===== config.mk =====
export PLATFORM = sky130hd
export DESIGN_NAME = pll_divider_config_regs
export DESIGN_NICKNAME = d
export VERILOG_FILES = /design/src/verilog/pll_div_pkg.sv /design/src/verilog/pll_divider_config_regs.sv
export VERILOG_INCLUDE_DIRS = /design/src /design/src/verilog
export SDC_FILE = /design/constraint.sdc
export NUM_CORES = 1
export LEC_CHECK = 0
export ABC_AREA = 1
export BUFFER_PORTS_ARGS = -buffer_cell sky130_fd_sc_hd__buf_2
export CORE_MARGIN = 4
export CORE_UTILIZATION = 40
export DETAILED_ROUTE_END_ITERATION = 7
export PLACE_DENSITY_LB_ADDON = 0.08
export SETUP_SLACK_MARGIN = 0.5
export SKIP_CTS_REPAIR_TIMING = 1
export SYNTH_ARGS = -nofsm -noshare
export SYNTH_HDL_FRONTEND = slang
export SYNTH_SLANG_ARGS = --single-unit
export TNS_END_PERCENT = 30

===== constraint.sdc =====
create_clock -name ref_clk -period 2.14 [get_ports ref_clk]
set_input_delay 0.107 -clock ref_clk [delete_from_list [all_inputs] [get_ports ref_clk]]
set_output_delay 0.107 -clock ref_clk [all_outputs]
set_load 0.03 [all_outputs]

===== src/verilog/pll_div_consts.svh =====
`ifndef PLL_DIV_CONSTS_SVH
`define PLL_DIV_CONSTS_SVH

// register offsets on the serial control port
`define LOOP_PUMP_CONTROL_ADDR 10'h010
`define REF_DIVIDER_LOW_ADDR 10'h011
`define REF_DIVIDER_HIGH_ADDR 10'h012
`define SWALLOW_COUNT_ADDR 10'h013
`define MAIN_COUNT_LOW_ADDR 10'h014
`define MAIN_COUNT_HIGH_ADDR 10'h015

// reset values
`define LOOP_PUMP_CONTROL_RST 8'h7d
`define REF_DIVIDER_LOW_RST 8'h01
`define REF_DIVIDER_HIGH_RST 8'h00
`define SWALLOW_COUNT_RST 8'h00
`define MAIN_COUNT_LOW_RST 8'h03
`define MAIN_COUNT_HIGH_RST 8'h00

// field positions inside loop_pump_control
`define PUMP_DRIVE_SELECT_MSB 3
`define PUMP_DRIVE_SELECT_LSB 2
`define LOOP_POWER_DOWN_MSB 1
`define LOOP_POWER_DOWN_LSB 0
`define PUMP_CURRENT_MSB 6
`define PUMP_CURRENT_LSB 4
`define PFD_POLARITY_BIT 7

// top stored bit of the partly used registers
`define REF_DIVIDER_HIGH_MSB 5
`define SWALLOW_COUNT_MSB 5
`define MAIN_COUNT_HIGH_MSB 4

// masks of writable bits, unused bits read as zero
`define REF_DIVIDER_HIGH_MASK 8'h3f
`define SWALLOW_COUNT_MASK 8'h3f
`define MAIN_COUNT_HIGH_MASK 8'h1f

`endif


===== src/verilog/pll_div_pkg.sv =====
package pll_div_pkg;

  // charge pump drive modes
  typedef enum logic [1:0] {
    PUMP_HIGH_Z = 2'h0,
    PUMP_FORCE_SOURCE = 2'h1,
    PUMP_FORCE_SINK = 2'h2,
    PUMP_NORMAL = 2'h3
  } pump_drive_e;

  // loop power-down modes
  typedef enum logic [1:0] {
    LOOP_RUN = 2'h0,
    LOOP_ASYNC_PD = 2'h1,
    LOOP_UNUSED_PD = 2'h2,
    LOOP_SYNC_PD = 2'h3
  } loop_pd_e;

  typedef logic [7:0] byte_t;

  // whole state of the register slice
  typedef struct packed {
    byte_t loop_pump_control;
    byte_t ref_divider_low;
    byte_t ref_divider_high;
    byte_t swallow_count;
    byte_t main_count_low;
    byte_t main_count_high;
    byte_t rd_data;
  } regs_s;

endpackage


===== src/verilog/pll_divider_config_regs.sv =====
`timescale 1ns/1ps
`include "pll_div_consts.svh"

// Summary of operation
// RQ1: pump_drive_select 00 high-z, 01 source, 10 sink, 11 normal (default).
// RQ2: loop power-down 00 run, 01 async down (default), 10 unused, 11 sync down.
// RQ3: reference divider is 14 bits, low byte at 0x011, reset 0x01.
// RQ4: reference divider upper six bits at 0x012 [5:0], default zero, [7:6] unused.
// RQ5: swallow counter six bits at 0x013 [5:0], default 0x00, top bits unused.
// RQ6: main counter low byte at 0x014, reset 0x03.
// RQ7: main counter upper five bits at 0x015 [4:0], default zero.
module pll_divider_config_regs
  import pll_div_pkg::*;
#(
  parameter int ADDR_W = 10
) (
  input wire logic ref_clk,
  input wire logic rstn,
  input wire logic ce,
  input wire logic wr_en,
  input wire logic rd_en,
  input wire logic [ADDR_W-1:0] addr,
  input wire logic [7:0] wr_data,
  output logic [7:0] rd_data,
  output logic addr_hit,
  output logic [1:0] pump_drive_select,
  output logic pump_high_z,
  output logic pump_force_source,
  output logic pump_force_sink,
  output logic pump_normal,
  output logic [1:0] loop_power_down,
  output logic loop_running,
  output logic loop_async_pd,
  output logic loop_sync_pd,
  output logic loop_pd_unused,
  output logic [2:0] pump_current_code,
  output logic pfd_negative,
  output logic [13:0] ref_divider,
  output logic [5:0] swallow_count,
  output logic [12:0] main_count
);

  regs_s state_reg;
  regs_s state_next;

  // address match, used for both write decode and read select
  function automatic logic addr_is(input logic [ADDR_W-1:0] a,
                                   input logic [9:0] offset);
    addr_is = (a == ADDR_W'(offset));
  endfunction

  // pump mode decode, shared by the output flags
  function automatic logic pump_is(input logic [1:0] code, input pump_drive_e mode);
    pump_is = (code == mode);
  endfunction

  // loop power-down decode
  function automatic logic pd_is(input logic [1:0] code, input loop_pd_e mode);
    pd_is = (code == mode);
  endfunction

  // keeps only the bits a register really stores, so unused bits read zero
  function automatic byte_t keep_bits(input byte_t data, input byte_t mask);
    keep_bits = data & mask;
  endfunction

  // offsets of the slice in struct order, control byte first
  localparam int NUM_REGS = 6;
  localparam logic [9:0] REG_OFFSET [NUM_REGS] = '{
    `LOOP_PUMP_CONTROL_ADDR,
    `REF_DIVIDER_LOW_ADDR,
    `REF_DIVIDER_HIGH_ADDR,
    `SWALLOW_COUNT_ADDR,
    `MAIN_COUNT_LOW_ADDR,
    `MAIN_COUNT_HIGH_ADDR
  };

  logic [NUM_REGS-1:0] sel;
  logic sel_ctrl;
  logic sel_ref_lo;
  logic sel_ref_hi;
  logic sel_swallow;
  logic sel_main_lo;
  logic sel_main_hi;

  // one comparator per register, all fed from the same address
  generate
    for (genvar i = 0; i < NUM_REGS; i++) begin : g_sel
      assign sel[i] = addr_is(addr, REG_OFFSET[i]);
    end
  endgenerate

  // named selects keep the next-state logic readable
  assign sel_ctrl = sel[0];
  assign sel_ref_lo = sel[1];
  assign sel_ref_hi = sel[2];
  assign sel_swallow = sel[3];
  assign sel_main_lo = sel[4];
  assign sel_main_hi = sel[5];

  // any other address belongs to another slice of the map
  assign addr_hit = |sel;

  // next-state logic: writes and read capture
  always_comb begin
    state_next = state_reg;
    if (wr_en) begin
      // control byte keeps all eight bits, pfd and current included
      if (sel_ctrl) begin
        state_next.loop_pump_control = wr_data; // RQ1 RQ2
      end
      // a divider word changes byte by byte, so it may pass odd values
      if (sel_ref_lo) begin
        state_next.ref_divider_low = wr_data; // RQ3
      end
      if (sel_ref_hi) begin
        // unused upper bits never store, so they always read zero
        state_next.ref_divider_high = keep_bits(wr_data, `REF_DIVIDER_HIGH_MASK); // RQ4
      end
      // swallow counter is six bits wide
      if (sel_swallow) begin
        state_next.swallow_count = keep_bits(wr_data, `SWALLOW_COUNT_MASK); // RQ5
      end
      // main counter low byte, upper bits live in the next register
      if (sel_main_lo) begin
        state_next.main_count_low = wr_data; // RQ6
      end
      // only five bits above the low byte make up the 13-bit counter
      if (sel_main_hi) begin
        state_next.main_count_high = keep_bits(wr_data, `MAIN_COUNT_HIGH_MASK); // RQ7
      end
    end
    // read data shows the stored value before any same-cycle write
    if (rd_en) begin
      unique case (1'b1)
        sel_ctrl: state_next.rd_data = state_reg.loop_pump_control;
        sel_ref_lo: state_next.rd_data = state_reg.ref_divider_low;
        sel_ref_hi: state_next.rd_data = state_reg.ref_divider_high;
        sel_swallow: state_next.rd_data = state_reg.swallow_count;
        sel_main_lo: state_next.rd_data = state_reg.main_count_low;
        sel_main_hi: state_next.rd_data = state_reg.main_count_high;
        default: state_next.rd_data = 8'h00; // unmapped reads give zero
      endcase
    end
  end

  // state register with clock enable; reset values are the defaults
  always_ff @(posedge ref_clk or negedge rstn) begin
    if (!rstn) begin
      state_reg.loop_pump_control <= `LOOP_PUMP_CONTROL_RST; // RQ1 RQ2
      state_reg.ref_divider_low <= `REF_DIVIDER_LOW_RST; // RQ3
      state_reg.ref_divider_high <= `REF_DIVIDER_HIGH_RST; // RQ4
      state_reg.swallow_count <= `SWALLOW_COUNT_RST; // RQ5
      state_reg.main_count_low <= `MAIN_COUNT_LOW_RST; // RQ6
      state_reg.main_count_high <= `MAIN_COUNT_HIGH_RST; // RQ7
      state_reg.rd_data <= 8'h00;
    end else if (ce) begin
      state_reg <= state_next;
    end
  end

  assign rd_data = state_reg.rd_data;

  // charge pump mode field and its decode
  assign pump_drive_select = state_reg.loop_pump_control[`PUMP_DRIVE_SELECT_MSB:
                                                         `PUMP_DRIVE_SELECT_LSB];
  assign pump_high_z = pump_is(pump_drive_select, PUMP_HIGH_Z); // RQ1
  assign pump_force_source = pump_is(pump_drive_select, PUMP_FORCE_SOURCE); // RQ1
  assign pump_force_sink = pump_is(pump_drive_select, PUMP_FORCE_SINK); // RQ1
  assign pump_normal = pump_is(pump_drive_select, PUMP_NORMAL); // RQ1

  // loop power-down field; only code 00 lets the loop lock
  assign loop_power_down = state_reg.loop_pump_control[`LOOP_POWER_DOWN_MSB:
                                                       `LOOP_POWER_DOWN_LSB];
  assign loop_running = pd_is(loop_power_down, LOOP_RUN); // RQ2
  assign loop_async_pd = pd_is(loop_power_down, LOOP_ASYNC_PD); // RQ2
  assign loop_sync_pd = pd_is(loop_power_down, LOOP_SYNC_PD); // RQ2
  // the unused code is flagged, the loop is not treated as running
  assign loop_pd_unused = pd_is(loop_power_down, LOOP_UNUSED_PD); // RQ2

  // neighbouring fields of the same byte, passed through as stored
  assign pump_current_code = state_reg.loop_pump_control[`PUMP_CURRENT_MSB:
                                                         `PUMP_CURRENT_LSB];
  assign pfd_negative = state_reg.loop_pump_control[`PFD_POLARITY_BIT];

  // divider words assembled from their byte registers
  assign ref_divider = {state_reg.ref_divider_high[`REF_DIVIDER_HIGH_MSB:0],
                        state_reg.ref_divider_low}; // RQ3 RQ4
  assign swallow_count = state_reg.swallow_count[`SWALLOW_COUNT_MSB:0]; // RQ5
  assign main_count = {state_reg.main_count_high[`MAIN_COUNT_HIGH_MSB:0],
                       state_reg.main_count_low}; // RQ6 RQ7

endmodule


==> reports/metrics.cfg <==
[run]
maxCapViolCount = 0

[hold_path]
hold_class = in2reg
whs_path_depth = 3
worstHoldStart = wr_data[6]

[cells_and_area]
num-fill-cells = 660
multiInputGateArea_um2 = 1230
drive_gt1_share_pct = 40.1
seq_area_um2 = 1240
nets = 426
insertedDiodeCount = 0
areaGrowthSynthToFinish_pct = 21.0

[sta]
setup_viol = 0
grt_setup_unrepaired = no
finalCritPeriodShare_pct = 69.9
worst-slew-pin-transition_ps = 484
fin_skew_ps = 6.23
fin_tns_setup_ps = 0
max_slew_margin_pct = 67.8
layout_min_cycle_time_ps = 1500
hold_viol = 0
whs_ps = 91.9
slew_violations = 0
fmax_ghz = 0.668

[floorplanning]
die_h_um = 89.8
core_um2 = 6420
die_area_um2 = 8060
ios = 81
die_x_um = 89.8
placementRows = 29
start_util_pct = 41.7

[critical_path]
arrival_ps = 1390
r2r_slack_ps = 1160
reg2reg_from = pump_drive_select[0]
crit_fanout = 14
start_kind = primary input
required_ps = 2030
end_kind = primary output
startpoint = addr[9]
setup.worst_path.end = addr_hit
r2r_cells = 4
r2r-end = rd_data[2]
setup.worst_path.class = in2out

[drt]
final_antenna_net_count = 0
num_vias = 2353
firstDrtPassIters = 4
drt-total-wl_mm = 6.82
drc_errors = 0
drt_iter0_drc = 70
wire_per_inst_um = 14.2
vias_per_cell = 4.89

[clock_tree]
cts_made_buffers = 5
cts_root_buf = clkbuf_8
clk_pin_slew_worst_paths_ps = 90
clk_latency_ps = 310
cts_tree = done
cts_max_path_buffers = 2
htree_levels = 2
cts_num_sinks = 49

[grt]
grt_max_degree = 21
grt-ovfl-total = 0
grt_pass1_wl_mm = 11.7
grt_usage_pct = 17.7
antenna_found_initial = 0
grt_pass1_vias = 2340

[power]
leakagePower_nw = 1.74
p_per_area_nw_per_um2 = 548
ir_drop_uv = 253

[outcome]
status = completed

[yosys]
ys_async_sr_fraction_pct = 100
synth_area_um2 = 2680
syn-instance-count = 320
ys.warnings.count = 0
synth_fp_nets = 343
synthTopCellsByCount = nand2_1 (83), dfrtp_1 (40), inv_1 (34)
yosysTopAreaCellShare_pct = 37.4
synthTopCellsByArea = dfrtp_1 (37%), nand2_1 (12%), o21ai_2 (9.2%), dfstp_2 (8.8%), inv_1 (4.8%)
yosysMostFrequentCell = nand2_1
yosysUniqueCellTypes = 23
synth_edf_count = 0
synth_top_area_cell = dfrtp_1
ys.flop_type = dfrtp_1
synth.avg_cell_area_um2 = 8.36
ys_ff_latch = 49
yosysSeqAreaShare_pct = 46.3

[placement]
numPortBuffers = 80
dp.final_hpwl_mm = 5.30
gp_congestion = 0.780

## layout make-up
class / instances / share of cell area [%]
clock inverter: 1 / 0.271
multi-input combinational: 227 / 38.1
inverter: 37 / 4.33
timing repair buffer: 83 / 13.1
clock buffer: 7 / 2.98
sequential: 49 / 38.2
tap: 77 / 2.98
## flip-flops by register name, summed over array words and instances, names as in the netlist
register           cells
ref_divider           14
main_count            13
rd_data                8
swallow_count          6
pump_current_code      3
loop_power_down        2
pump_drive_select      2
pfd_negative           1
## worst min path at each step
stage,endpoint
after floorplan,loop_power_down[1]
after global placement,ref_divider[13]
after detailed placement,ref_divider[13]
after CTS,swallow_count[2]
after global routing,pump_current_code[2]
final,pump_current_code[2]
## stage by stage
stage          utilization [%]  instances  power, W  cell area (um^2)  setup slack (ps)
6_report                  50.4        481   0.00177              3240               644
5_1_grt                   50.4        481   0.00185              3240               506
4_1_cts                   50.2        480   0.00179              3230               629
3_5_place_dp              48.6        472   0.00118              3120               535
3_3_place_gp              48.6        472   0.00118              3120               574
2_1_floorplan                -        320   0.00109              2680               921
## metal layers
layer  vias to the layer above  wire (um)  global-route usage [%]
met5                         -          0                       0
li1                       1188          -                       -
met1                      1098       2920                    21.5
met3                         7        415                    4.67
met2                        60       3400                    30.8
met4                         0         79                    5.49
## cells by family after synthesis
logic type | synth area share (%)
and+or+nand+nor | 32.4
buffers and inverters | 7.67
DFF | 46.3
AOI/OAI and AO/OA | 13.7
## critical path, cell delays in order
cell and delay (ps):
buf_2 120, nor2_4 280, nand2_2 130, clkinv_2 180, nand2_4 90, nor3_4 140
nor2_1 70, nand3_1 70, buf_2 200
## power by group
part           switching (W)  internal [W]  leakage (nW)
clock network       0.000319      0.000299        0.0549
logic               0.000145     0.0000537          1.04
registers          0.0000133      0.000944         0.642
## cell usage in the layout, fill, tap and decap left out, drive strengths merged
master / n
dfstp: 9
inv: 37
clkbuf: 7
nand2: 100
nor2: 43
nand4: 6
clkinv: 1
a21oi: 5
nand3: 24
dfrtp: 40
o21ai: 47
buf: 82
nor3: 2
dlygate4sd3: 1
Note: power is estimated with default switching activity, not from simulation.
